<file path="src/logic/fpsq_regs.svh">
// offsets, field positions, codes and timing counts of the flash sequencer
`ifndef FPSQ_REGS_SVH
`define FPSQ_REGS_SVH
`define FPSQ_CLK_NS 4
`define FPSQ_CYC_UP(ns) (((ns) + `FPSQ_CLK_NS - 1) / `FPSQ_CLK_NS)
`define FPSQ_T_WP_NS 50
`define FPSQ_T_WPH_NS 30
`define FPSQ_T_ACC_NS 120
`define FPSQ_T_SUSP_NS 15000
`define FPSQ_WP_CYC `FPSQ_CYC_UP(`FPSQ_T_WP_NS)
`define FPSQ_WPH_CYC `FPSQ_CYC_UP(`FPSQ_T_WPH_NS)
`define FPSQ_ACC_CYC `FPSQ_CYC_UP(`FPSQ_T_ACC_NS)
`define FPSQ_SUSP_CYC `FPSQ_CYC_UP(`FPSQ_T_SUSP_NS)
`define FPSQ_OFS_CMD 8'h00
`define FPSQ_OFS_ADDR 8'h04
`define FPSQ_OFS_WDATA 8'h08
`define FPSQ_OFS_STATUS 8'h0c
`define FPSQ_OFS_RDATA 8'h10
`define FPSQ_STS_BUSY 0
`define FPSQ_STS_DONE 1
`define FPSQ_STS_FAIL 2
`define FPSQ_STS_WINDOW 3
`define FPSQ_POLL_BIT 7
`define FPSQ_TOGGLE_BIT 6
`define FPSQ_FAIL_BIT 5
`define FPSQ_WINDOW_BIT 3
`define FPSQ_UNLK_ADDR1 19'h05555
`define FPSQ_UNLK_ADDR2 19'h02aaa
`define FPSQ_UNLK_DATA1 8'haa
`define FPSQ_UNLK_DATA2 8'h55
`define FPSQ_PROG_CODE 8'ha0
`define FPSQ_ERASE_SETUP 8'h80
`define FPSQ_BULK_CONFIRM 8'h10
`define FPSQ_SECT_CONFIRM 8'h30
`define FPSQ_SUSPEND_CODE 8'hb0
`define FPSQ_RESUME_CODE 8'h30
`define FPSQ_RESET_CODE 8'hf0
`define FPSQ_RESP_OKAY 2'h0
`define FPSQ_RESP_DECERR 2'h3
`endif

</file>
<file path="src/logic/fpsq_pkg.sv">
// types shared by the flash sequencer controller
package fpsq_pkg;
    typedef enum logic [3:0] {
        CMD_READ, CMD_PROG, CMD_BULK, CMD_SECT, CMD_SECT_ADD,
        CMD_SUSP, CMD_RESUME, CMD_RESET, CMD_POLL
    } fpsq_cmd_type;
    typedef struct packed {
        logic wr;
        logic [18:0] addr;
        logic [7:0] data;
    } fpsq_cyc_type;
    typedef struct packed {
        logic en_n;
        logic oe_n;
        logic we_n;
        logic [18:0] addr;
        logic [7:0] dq_o;
        logic dq_oe;
    } fpsq_pins_type;
endpackage

</file>
<file path="src/logic/fpsq_ctrl.sv">
// flash program and erase controller with its axi4-lite register slave
// What this block does
// - program is three unlock writes then address and data write
// - on failure bit, re-read toggle; still busy means error and reset
// - after success do one more read of the data
// - bulk erase is six coded writes; a wrong one aborts it
// - more sectors added by single confirm writes restart the time-out
// - suspend is one b0h write anywhere, only during sector erase; this block sends it whenever commanded while idle
// - resume is one 30h write anywhere and continues the erase
`timescale 1ns/100ps
`include "fpsq_regs.svh"
module fpsq_ctrl (
    input wire logic aclk,
    input wire logic aresetn,
    input wire logic [7:0] s_axi_awaddr,
    input wire logic s_axi_awvalid,
    output logic s_axi_awready,
    input wire logic [31:0] s_axi_wdata,
    input wire logic [3:0] s_axi_wstrb,
    input wire logic s_axi_wvalid,
    output logic s_axi_wready,
    output logic [1:0] s_axi_bresp,
    output logic s_axi_bvalid,
    input wire logic s_axi_bready,
    input wire logic [7:0] s_axi_araddr,
    input wire logic s_axi_arvalid,
    output logic s_axi_arready,
    output logic [31:0] s_axi_rdata,
    output logic [1:0] s_axi_rresp,
    output logic s_axi_rvalid,
    input wire logic s_axi_rready,
    input wire logic [7:0] dq_i,
    output fpsq_pkg::fpsq_pins_type pins
);
    typedef enum logic [2:0] {
        SQ_IDLE, SQ_WR, SQ_RD1, SQ_RD2, SQ_RD3, SQ_FIN, SQ_RST, SQ_SUSP
    } sq_type;

    // axi slave state
    logic aw_v_r, aw_v_nxt, w_v_r, w_v_nxt, bvalid_r, bvalid_nxt;
    logic rvalid_r, rvalid_nxt;
    logic [7:0] aw_a_r, aw_a_nxt;
    logic [31:0] w_d_r, w_d_nxt, rd_r, rd_nxt;
    logic [1:0] bresp_r, bresp_nxt, rresp_r, rresp_nxt;
    logic wr_fire;
    // sequencer state
    sq_type st_r, st_nxt;
    fpsq_pkg::fpsq_cmd_type cmd_r, cmd_nxt;
    fpsq_pkg::fpsq_cyc_type req_r, req_nxt;
    logic [18:0] addr_r, addr_nxt;
    logic [7:0] data_r, data_nxt, prev_r, prev_nxt, last_r, last_nxt;
    logic [2:0] step_r, step_nxt;
    logic [11:0] cnt_r, cnt_nxt;
    logic start_r, start_nxt, done_r, done_nxt, fail_r, fail_nxt;
    logic win_r, win_nxt;
    logic cyc_done;
    logic [7:0] cyc_rd;
    logic [31:0] status;

    function automatic logic [2:0] n_writes(fpsq_pkg::fpsq_cmd_type c);
        case (c)
            fpsq_pkg::CMD_PROG: n_writes = 3'd4;
            fpsq_pkg::CMD_BULK, fpsq_pkg::CMD_SECT: n_writes = 3'd6;
            fpsq_pkg::CMD_READ, fpsq_pkg::CMD_POLL: n_writes = 3'd0;
            default: n_writes = 3'd1;
        endcase
    endfunction

    function automatic fpsq_pkg::fpsq_cyc_type step_cyc(
        fpsq_pkg::fpsq_cmd_type c, logic [2:0] s, logic [18:0] a,
        logic [7:0] d);
        logic prog;
        prog = (c == fpsq_pkg::CMD_PROG);
        case (s)
            3'd0: step_cyc = {1'b1, `FPSQ_UNLK_ADDR1, `FPSQ_UNLK_DATA1};
            3'd1: step_cyc = {1'b1, `FPSQ_UNLK_ADDR2, `FPSQ_UNLK_DATA2};
            3'd2: step_cyc = {1'b1, `FPSQ_UNLK_ADDR1,
                prog ? `FPSQ_PROG_CODE : `FPSQ_ERASE_SETUP};
            3'd3: step_cyc = prog ? {1'b1, a, d}
                : {1'b1, `FPSQ_UNLK_ADDR1, `FPSQ_UNLK_DATA1};
            3'd4: step_cyc = {1'b1, `FPSQ_UNLK_ADDR2, `FPSQ_UNLK_DATA2};
            default: step_cyc = (c == fpsq_pkg::CMD_BULK)
                ? {1'b1, `FPSQ_UNLK_ADDR1, `FPSQ_BULK_CONFIRM}
                : {1'b1, a, `FPSQ_SECT_CONFIRM};
        endcase
        // single-write instructions go to the user address
        case (c)
            fpsq_pkg::CMD_SECT_ADD: step_cyc = {1'b1, a, `FPSQ_SECT_CONFIRM};
            fpsq_pkg::CMD_SUSP: step_cyc = {1'b1, a, `FPSQ_SUSPEND_CODE};
            fpsq_pkg::CMD_RESUME: step_cyc = {1'b1, a, `FPSQ_RESUME_CODE};
            fpsq_pkg::CMD_RESET: step_cyc = {1'b1, a, `FPSQ_RESET_CODE};
            default: ;
        endcase
    endfunction

    assign wr_fire = aw_v_r && w_v_r && !bvalid_r;
    assign status = {28'h0000000, win_r, fail_r, done_r, st_r != SQ_IDLE};

    always_comb begin
        aw_v_nxt = aw_v_r;
        aw_a_nxt = aw_a_r;
        w_v_nxt = w_v_r;
        w_d_nxt = w_d_r;
        bvalid_nxt = bvalid_r;
        bresp_nxt = bresp_r;
        rvalid_nxt = rvalid_r;
        rd_nxt = rd_r;
        rresp_nxt = rresp_r;
        if (s_axi_awvalid && s_axi_awready) begin
            aw_v_nxt = 1'b1;
            aw_a_nxt = s_axi_awaddr;
        end
        if (s_axi_wvalid && s_axi_wready) begin
            w_v_nxt = 1'b1;
            w_d_nxt = s_axi_wdata;
        end
        if (s_axi_bvalid && s_axi_bready)
            bvalid_nxt = 1'b0;
        if (wr_fire) begin
            aw_v_nxt = 1'b0;
            w_v_nxt = 1'b0;
            bvalid_nxt = 1'b1;
            bresp_nxt = (aw_a_r <= `FPSQ_OFS_WDATA && aw_a_r[1:0] == 2'b00)
                ? `FPSQ_RESP_OKAY : `FPSQ_RESP_DECERR;
        end
        if (s_axi_rvalid && s_axi_rready)
            rvalid_nxt = 1'b0;
        if (s_axi_arvalid && s_axi_arready) begin
            rvalid_nxt = 1'b1;
            rresp_nxt = `FPSQ_RESP_OKAY;
            case (s_axi_araddr)
                `FPSQ_OFS_CMD: rd_nxt = {28'h0000000, cmd_r};
                `FPSQ_OFS_ADDR: rd_nxt = {13'h0000, addr_r};
                `FPSQ_OFS_WDATA: rd_nxt = {24'h000000, data_r};
                `FPSQ_OFS_STATUS: rd_nxt = status;
                `FPSQ_OFS_RDATA: rd_nxt = {24'h000000, last_r};
                default: begin
                    rd_nxt = 32'h00000000;
                    rresp_nxt = `FPSQ_RESP_DECERR;
                end
            endcase
        end
    end

    always_comb begin
        st_nxt = st_r;
        cmd_nxt = cmd_r;
        req_nxt = req_r;
        addr_nxt = addr_r;
        data_nxt = data_r;
        prev_nxt = prev_r;
        last_nxt = last_r;
        step_nxt = step_r;
        cnt_nxt = cnt_r;
        start_nxt = 1'b0;
        done_nxt = done_r;
        fail_nxt = fail_r;
        win_nxt = win_r;
        if (wr_fire && aw_a_r == `FPSQ_OFS_ADDR)
            addr_nxt = w_d_r[18:0];
        if (wr_fire && aw_a_r == `FPSQ_OFS_WDATA)
            data_nxt = w_d_r[7:0];
        case (st_r)
            // a command written while busy is dropped; status shows busy
            SQ_IDLE: if (wr_fire && aw_a_r == `FPSQ_OFS_CMD) begin
                cmd_nxt = fpsq_pkg::fpsq_cmd_type'(w_d_r[3:0]);
                done_nxt = 1'b0;
                fail_nxt = 1'b0;
                step_nxt = 3'd0;
                start_nxt = 1'b1;
                if (n_writes(cmd_nxt) != 3'd0) begin
                    req_nxt = step_cyc(cmd_nxt, 3'd0, addr_r, data_r);
                    st_nxt = SQ_WR;
                end else begin
                    req_nxt = {1'b0, addr_r, 8'h00};
                    st_nxt = (cmd_nxt == fpsq_pkg::CMD_READ) ? SQ_FIN : SQ_RD1;
                end
            end
            SQ_WR: if (cyc_done) begin
                if (step_r + 3'd1 < n_writes(cmd_r)) begin
                    step_nxt = step_r + 3'd1;
                    req_nxt = step_cyc(cmd_r, step_nxt, addr_r, data_r);
                    start_nxt = 1'b1;
                end else if (cmd_r == fpsq_pkg::CMD_PROG
                        || cmd_r == fpsq_pkg::CMD_BULK) begin
                    req_nxt = {1'b0, addr_r, 8'h00};
                    start_nxt = 1'b1;
                    st_nxt = SQ_RD1;
                end else if (cmd_r == fpsq_pkg::CMD_SUSP) begin
                    cnt_nxt = 12'(`FPSQ_SUSP_CYC);
                    st_nxt = SQ_SUSP;
                end else begin
                    // sector adds return at once so the next lands in time
                    done_nxt = 1'b1;
                    st_nxt = SQ_IDLE;
                end
            end
            SQ_RD1: if (cyc_done) begin
                prev_nxt = cyc_rd;
                start_nxt = 1'b1;
                st_nxt = SQ_RD2;
            end
            SQ_RD2: if (cyc_done) begin
                win_nxt = cyc_rd[`FPSQ_WINDOW_BIT];
                prev_nxt = cyc_rd;
                start_nxt = 1'b1;
                if (cyc_rd[`FPSQ_TOGGLE_BIT] == prev_r[`FPSQ_TOGGLE_BIT])
                    st_nxt = SQ_FIN;
                else if (cyc_rd[`FPSQ_FAIL_BIT])
                    st_nxt = SQ_RD3;
            end
            SQ_RD3: if (cyc_done) begin
                start_nxt = 1'b1;
                if (cyc_rd[`FPSQ_TOGGLE_BIT] == prev_r[`FPSQ_TOGGLE_BIT]) begin
                    st_nxt = SQ_FIN;
                end else begin
                    fail_nxt = 1'b1;
                    req_nxt = {1'b1, addr_r, `FPSQ_RESET_CODE};
                    st_nxt = SQ_RST;
                end
            end
            SQ_FIN: if (cyc_done) begin
                last_nxt = cyc_rd;
                done_nxt = 1'b1;
                st_nxt = SQ_IDLE;
            end
            SQ_RST: if (cyc_done) begin
                done_nxt = 1'b1;
                st_nxt = SQ_IDLE;
            end
            SQ_SUSP: begin
                // wait out the longest stop time before reading the array
                cnt_nxt = cnt_r - 12'h001;
                if (cnt_r == 12'h001) begin
                    done_nxt = 1'b1;
                    st_nxt = SQ_IDLE;
                end
            end
            default: st_nxt = SQ_IDLE;
        endcase
    end

    always_ff @(posedge aclk) begin
        if (!aresetn) begin
            aw_v_r <= 1'b0;
            aw_a_r <= 8'h00;
            w_v_r <= 1'b0;
            w_d_r <= 32'h00000000;
            bvalid_r <= 1'b0;
            bresp_r <= 2'h0;
            rvalid_r <= 1'b0;
            rd_r <= 32'h00000000;
            rresp_r <= 2'h0;
            s_axi_awready <= 1'b0;
            s_axi_wready <= 1'b0;
            s_axi_arready <= 1'b0;
        end else begin
            aw_v_r <= aw_v_nxt;
            aw_a_r <= aw_a_nxt;
            w_v_r <= w_v_nxt;
            w_d_r <= w_d_nxt;
            bvalid_r <= bvalid_nxt;
            bresp_r <= bresp_nxt;
            rvalid_r <= rvalid_nxt;
            rd_r <= rd_nxt;
            rresp_r <= rresp_nxt;
            s_axi_awready <= !aw_v_nxt;
            s_axi_wready <= !w_v_nxt;
            s_axi_arready <= !rvalid_nxt && !s_axi_arready;
        end
    end

    always_ff @(posedge aclk) begin
        if (!aresetn) begin
            st_r <= SQ_IDLE;
            cmd_r <= fpsq_pkg::CMD_READ;
            req_r <= '0;
            addr_r <= 19'h00000;
            data_r <= 8'h00;
            prev_r <= 8'h00;
            last_r <= 8'h00;
            step_r <= 3'd0;
            cnt_r <= 12'h000;
            start_r <= 1'b0;
            done_r <= 1'b0;
            fail_r <= 1'b0;
            win_r <= 1'b0;
        end else begin
            st_r <= st_nxt;
            cmd_r <= cmd_nxt;
            req_r <= req_nxt;
            addr_r <= addr_nxt;
            data_r <= data_nxt;
            prev_r <= prev_nxt;
            last_r <= last_nxt;
            step_r <= step_nxt;
            cnt_r <= cnt_nxt;
            start_r <= start_nxt;
            done_r <= done_nxt;
            fail_r <= fail_nxt;
            win_r <= win_nxt;
        end
    end

    assign s_axi_bvalid = bvalid_r;
    assign s_axi_bresp = bresp_r;
    assign s_axi_rvalid = rvalid_r;
    assign s_axi_rdata = rd_r;
    assign s_axi_rresp = rresp_r;

    fpsq_cycle u_cycle (
        .aclk(aclk),
        .aresetn(aresetn),
        .start(start_r),
        .req(req_r),
        .dq_i(dq_i),
        .pins(pins),
        .done(cyc_done),
        .rdata(cyc_rd)
    );
endmodule // fpsq_ctrl

</file>
<file path="src/logic/fpsq_cycle.sv">
// one timed write or read cycle on the parallel memory pins
`timescale 1ns/100ps
`include "fpsq_regs.svh"
module fpsq_cycle (
    input wire logic aclk,
    input wire logic aresetn,
    input wire logic start,
    input wire fpsq_pkg::fpsq_cyc_type req,
    input wire logic [7:0] dq_i,
    output fpsq_pkg::fpsq_pins_type pins,
    output logic done,
    output logic [7:0] rdata
);
    typedef enum logic [1:0] {CY_IDLE, CY_SETUP, CY_PULSE, CY_HOLD} cy_type;
    cy_type st_r, st_nxt;
    fpsq_pkg::fpsq_pins_type pins_r, pins_nxt;
    logic [7:0] cnt_r, cnt_nxt, rdata_r, rdata_nxt;
    logic done_r, done_nxt, wr_r, wr_nxt;

    always_comb begin
        st_nxt = st_r;
        pins_nxt = pins_r;
        cnt_nxt = cnt_r;
        rdata_nxt = rdata_r;
        wr_nxt = wr_r;
        done_nxt = 1'b0;
        case (st_r)
            CY_IDLE: if (start) begin
                pins_nxt.addr = req.addr;
                pins_nxt.en_n = 1'b0;
                wr_nxt = req.wr;
                if (req.wr) begin
                    pins_nxt.dq_o = req.data;
                    pins_nxt.dq_oe = 1'b1;
                    st_nxt = CY_SETUP;
                end else begin
                    pins_nxt.oe_n = 1'b0;
                    cnt_nxt = 8'(`FPSQ_ACC_CYC);
                    st_nxt = CY_PULSE;
                end
            end
            CY_SETUP: begin
                pins_nxt.we_n = 1'b0;
                cnt_nxt = 8'(`FPSQ_WP_CYC);
                st_nxt = CY_PULSE;
            end
            CY_PULSE: begin
                cnt_nxt = cnt_r - 8'h01;
                if (cnt_r == 8'h01) begin
                    // data is latched by the device on the rising write edge
                    pins_nxt.we_n = 1'b1;
                    pins_nxt.oe_n = 1'b1;
                    if (!wr_r)
                        rdata_nxt = dq_i;
                    cnt_nxt = 8'(`FPSQ_WPH_CYC);
                    st_nxt = CY_HOLD;
                end
            end
            CY_HOLD: begin
                cnt_nxt = cnt_r - 8'h01;
                if (cnt_r == 8'h01) begin
                    pins_nxt.en_n = 1'b1;
                    pins_nxt.dq_oe = 1'b0;
                    done_nxt = 1'b1;
                    st_nxt = CY_IDLE;
                end
            end
            default: st_nxt = CY_IDLE;
        endcase
    end

    always_ff @(posedge aclk) begin
        if (!aresetn) begin
            st_r <= CY_IDLE;
            pins_r <= '{en_n: 1'b1, oe_n: 1'b1, we_n: 1'b1, default: '0};
            cnt_r <= 8'h00;
            rdata_r <= 8'h00;
            wr_r <= 1'b0;
            done_r <= 1'b0;
        end else begin
            st_r <= st_nxt;
            pins_r <= pins_nxt;
            cnt_r <= cnt_nxt;
            rdata_r <= rdata_nxt;
            wr_r <= wr_nxt;
            done_r <= done_nxt;
        end
    end

    assign pins = pins_r;
    assign done = done_r;
    assign rdata = rdata_r;
endmodule // fpsq_cycle

</file>
<file path="config.mk">
export PLATFORM = sky130hd
export DESIGN_NAME = fpsq_ctrl
export DESIGN_NICKNAME = d
export VERILOG_FILES = /design/src/logic/fpsq_pkg.sv /design/src/logic/fpsq_ctrl.sv /design/src/logic/fpsq_cycle.sv
export VERILOG_INCLUDE_DIRS = /design/src /design/src/logic
export SDC_FILE = /design/constraint.sdc
export NUM_CORES = 1
export LEC_CHECK = 0
export ABC_CLOCK_PERIOD_IN_PS = 2900
export BUFFER_PORTS_ARGS = -buffer_cell sky130_fd_sc_hd__buf_2
export CORE_MARGIN = 2
export CORE_UTILIZATION = 42
export CTS_CLUSTER_DIAMETER = 60
export DETAILED_ROUTE_END_ITERATION = 10
export PLACE_DENSITY_LB_ADDON = 0.15
export SETUP_SLACK_MARGIN = 0.3
export SLEW_MARGIN = 20
export SYNTH_ARGS = -nofsm -noshare
export SYNTH_HDL_FRONTEND = slang
export SYNTH_SLANG_ARGS = --single-unit
</file>
<file path="constraint.sdc">
create_clock -name aclk -period 2.9 [get_ports aclk]
set_input_delay 0.29 -clock aclk [delete_from_list [all_inputs] [get_ports aclk]]
set_output_delay 0.29 -clock aclk [all_outputs]
set_load 0.02 [all_outputs]
</file>
-- Yosys cells after proc, flatten, opt, wreduce, memory -nomap -nowiden
Cells that the tools add are included.
- bitwise operators: 1
- $add $sub $neg: 3
- reduce and logical (&&, ||, !) cells: 68
- equal/unequal tests: 59
- magnitude comparators: 2
- mux-type cells: 93
- operators with widths (kind ; number):
    $mux W28 ; 7
    $pmux W28 S3 ; 2
    $pmux W27 S4 ; 1
    $pmux W19 S5 ; 1
    $pmux W27 S3 ; 1
    $mux W3 ; 21
    $mux W27 ; 2
    $mux W12 ; 4
    $eq A4 B3 Y1 const B ; 8
    $pmux W8 S4 ; 1
    $mux W1 ; 28
    $eq A8 B4 Y1 const B ; 3
    $mux W8 ; 3
    $pmux W12 S2 ; 1
    $ne A2 B2 Y1 const B ; 11
    $pmux W3 S7 ; 1
    $pmux W3 S3 ; 2
    $reduce_or A2 Y1 ; 9
    $eq A4 B2 Y1 const B ; 4
    $eq A8 B3 Y1 const B ; 2
    $logic_not A8 Y1 ; 2
    $mux W2 ; 8
    $reduce_and A2 Y1 ; 8
    $reduce_and A4 Y1 ; 4
    42 further kinds ; 92
- output and inout bits: 72
- register bits after elaboration: 217

-- Longest topological paths before layout
- word-level depth: 9
- gate-level depth with buffers: 10

-- Cells and area by module
A second synthesis with hierarchy kept.
- cell total of the unflattened synthesis: 1033
- area total of the unflattened synthesis: 8710.9 µm²
- by module, submodules not included (module ; cells an instance ; times used ; sequential area each (µm²) ; area an instance (µm²)):
    fpsq_ctrl ; 779 ; 1 ; 2902.8 ; 6546.3
    fpsq_cycle ; 254 ; 1 ; 1021.0 ; 2164.6

-- Worst setup path before layout
Ideal clock, no wire load.
- kind: register -> register
- start point: register step_r[0]
- end point: register req_r[11] in the netlist's numbering
- slack: 0.205 ns
- stages on the path, launching flop included: 9
- library setup time: 0.072 ns
- arrival: 2.623 ns
- required time: 2.828 ns
- buffers on the path: 0
- cells stage by stage: dfxtp_1 -> ha_1 -> ha_1 -> ha_1 -> nand2_1 -> o311ai_1 -> o41a_1 -> nand3_1 -> o2bb2ai_1
- word-level cells in the longest chain between the ends: 8
- RTL lines (item ; line ; RTL):
    from (decl) ; fpsq_ctrl.sv:52 ; logic [2:0] step_r, step_nxt;
    from (signal assigned) ; fpsq_ctrl.sv:296 ; step_r <= step_nxt;
    $add A3 B1 Y3 * ; fpsq_ctrl.sv:180, fpsq_ctrl.sv:181 ;
    $eq A3 B3 Y1 / $eq A3 B1 Y1 (equally long branches) ; fpsq_ctrl.sv:74 ; case (s)
    $reduce_or A2 Y1 (no line) ; n/a ;
    $pmux W27 S4 ; fpsq_ctrl.sv:74 ;
    $pmux W28 S3 ; fpsq_ctrl.sv:87 ; case (c)
    $mux W28 ; fpsq_ctrl.sv:180 ; if (step_r + 3'd1 < n_writes(cmd_r)) begin
    $mux W28 ; fpsq_ctrl.sv:179 ; SQ_WR: if (cyc_done) begin
    $pmux W28 S3 ; fpsq_ctrl.sv:163 ; case (st_r)
    to (signal assigned) ; fpsq_ctrl.sv:291 ; req_r <= req_nxt;
    to (decl) ; fpsq_ctrl.sv:49 ; fpsq_pkg::fpsq_cyc_type req_r, req_nxt;
Every way passes the cells marked *; elsewhere a longest branch is shown, timed or not. The select of a mux whose other input is x is not followed.
A chain may end at the register's enable or synchronous reset.

-- Worst setup path in the final report
- start point: register step_r[1]
- end point: register req_r[20] in the netlist's numbering
Same word-level chain as after synthesis.

==> reports/results.ini <==
[setup_path]
crit_type = flop to flop
r2r-end = req_r[20]
critPathSlowestCell = dfxtp_2
cp-start-kind = flop
cp.required_ns = 3.25
crit_top_cell = ha_4
cp_max_fo = 8
crit_family = compound AO/OA/AOI/OAI gates
crit_arrival_ns = 2.86
endpoint = req_r[20]
r2r-start = step_r[1]
crit_start = step_r[1]
crit_path_max_incr_delay_ns = 0.35
end_kind = flop
cp.depth = 9
crit_buf_inv = 1
reg2reg_slack_ns = 0.39
reg2regPathDepth = 9
path_cells = ha_4 > ha_1 > ha_4 > a21oi_4 > o311ai_4 > a2111oi_4 > buf_4 > o21ai_0 > a311oi_1

[cts]
cts_root_buf = clkbuf_16
htree_levels = 4
clk_pin_slew_ns = 0.08
insertion_delay_ns = 0.44
clk_path_buf_depth = 2
cts_sinks = 196
cts_buffers = 17
cts_tree = built

[pwr]
power.density_nw_per_um2 = 659.1
total_power_mw = 6.802
power_leakage_nw = 4.015
peakVddDrop_uv = 431.8

[global_route]
grt.overflow.total = 0
antenna_found_initial = 1
grt_pass1_wl_um = 36660
gr-usage-all-layers_pct = 20.58
grt_pass1_vias = 7029
grt_max_degree = 116

[sta]
max_freq_mhz = 398.3
slew-limit-headroom_pct = 47.50
tns_ns = 0
rsz0062_at_grt = false
setup_viol = 0
layout_min_cycle_time_ns = 2.511
worstMarginPinSlew_ns = 0.7815
fin_skew_ns = 0.01419
finalMaxSlewViolations = 0
finalCritPeriodShare_pct = 86.58
hold_viol = 0

[die]
dieHeight_um = 148.9
die_x_um = 148.9
core-area_um2 = 20820
ios = 139
initial_core_util_pct = 42.34
rows = 53
die_area_um2 = 22170

[final_layout]
regArea_um2 = 3926
drive_above_1_share_pct = 17.97
fillCellCount = 2062
layout.nets = 1249
design_area_um2 = 10320
multi_input_area_um2 = 4579
layout_common_cells = nand2_1, dfxtp_1, a21oi_1
diodes = 0
syn_to_final_growth_pct = 17.07
final_common_cell = nand2_1

[route]
vias_per_cell = 5.383
wl_per_cell_um = 15.60
initialDrtViolationCount = 587
first_pass_iters = 7
postRouteAntennaNets = 0
routed_wl_um = 22690
drc = 0
vias = 7832

[logic_synthesis]
synth_top_area_share_pct = 44.51
synth-edff-count = 0
syn_inst = 1083
synth_top_area_cell = dfxtp_1
async_flop_share_pct = 0
ys_warn_count = 0
synth_area_um2 = 8816
netlist_top_cells_area = dfxtp_1, nand2_1, a21oi_1, nor2_1, mux2i_1
ys_seq_elements = 196
postSynthAreaPerCell_um2 = 8.140
synth_ff_type = dfxtp_1
seq_area_frac_synth_pct = 44.51
synth.distinct_cells = 73

[worst_hold_path]
min_path_cells = 3
hold_path_class = input pin to flop

[place]
placed_area_um2 = 9613
place.gp.congestion = 0.9034
dp_hpwl_um = 16030
port_buffers = 108

[flow_run]
max-cap-violations = 0

[run_status]
outcome = finished clean

-- state kept, by name, indices dropped and copies added (netlist names), 8 cells and up --
signal / count
last_r: 8
data_r: 8
addr_r: 19
u_cycle.cnt_r: 8
w_d_r: 19
aw_a_r: 8
s_axi_rdata: 19
u_cycle.rdata: 8
u_cycle.pins: 31
req_r: 28
cnt_r: 12
-- final cells by class --
class | count | share of cell area [%]
sequential | 196 | 38.04
clock buffer | 17 | 4.122
timing repair buffer | 139 | 7.734
multi-input combinational | 793 | 44.37
tap | 275 | 3.334
inverter | 20 | 0.7516
clock inverter | 15 | 1.649
-- worst min-delay path by stage --
stage	slack, ns	endpoint	from
2_1_floorplan	0.43	w_d_r[10]	s_axi_wdata[10]
3_3_place_gp	0.44	s_axi_rdata[18]	s_axi_rdata[18]
3_5_place_dp	0.44	u_cycle.pins[26]	u_cycle.pins[26]
4_1_cts	0.07	w_d_r[12]	s_axi_wdata[12]
5_1_grt	0.07	w_d_r[12]	s_axi_wdata[12]
6_report	0.08	u_cycle.rdata[0]	dq_i[0]
-- Yosys cell counts (7+ instances only) --
library cell	n
ha_1	15
nand3_1	35
nand2_1	218
buf_4	15
nor2b_1	14
a311oi_1	11
nor2_1	80
o21ai_0	46
and3_1	7
a21oi_1	145
dfxtp_1	196
o21a_1	9
a211oi_1	12
o2bb2ai_1	9
inv_1	20
mux2i_1	28
clkbuf_1	57
o221a_2	7
buf_2	8
and2_1	11
nor3_1	13
-- where the power goes --
group | switching [mW] | internal, mW | total [mW]
registers | 0.156 | 2.86 | 3.02
clock network | 1.19 | 1.17 | 2.36
logic | 0.873 | 0.552 | 1.43
-- logic make-up after synthesis --
logic type,share of synthesized area [%]
AOI/OAI and AO/OA,21.89
xor gates and xnor gates,0.4968
adders and majority gates,2.129
buffers and inverters,5.265
DFF,44.51
muxes,3.818
other,0.04254
and+or+nand+nor,21.86
-- worst min-delay path: stages --
cell and delay (ns):
buf_2 0.07, mux2i_1 0.05, nor2_1 0.07
-- metal layers --
layer  global-route usage (%)  vias up  routed length (um)
met5                        0        -                   0
met4                    4.857        0                 261
met3                    4.618       22                1108
met2                    30.58      176                9956
met1                    30.27     3676               11370
li1                         -     3958                   -
-- through the flow --
stage | std cells | util, % | hold slack [ns] | worst slack, ns
after floorplan | 1095 | - | 0.4260 | 0.3060
after global placement | 1421 | 46.17 | 0.4372 | 0.1915
after detailed placement | 1421 | 46.17 | 0.4439 | 0.1377
after CTS | 1453 | 49.25 | 0.06504 | 0.2785
after global routing | 1455 | 49.57 | 0.06766 | 0.2637
final | 1455 | 49.57 | 0.07543 | 0.3891
-- timing repair --
action / 4_1_cts / 5_1_grt
hold buffers: 0 / 0
endpoints found under the setup margin: 31 / 42
pin swaps: 1 / 7
gates cloned: 0 / 0
endpoints found under the hold margin: 0 / 0
resized for setup: 8 / 8
setup buffers: 0 / 2
No activity file was read; power rests on OpenSTA's default activity.
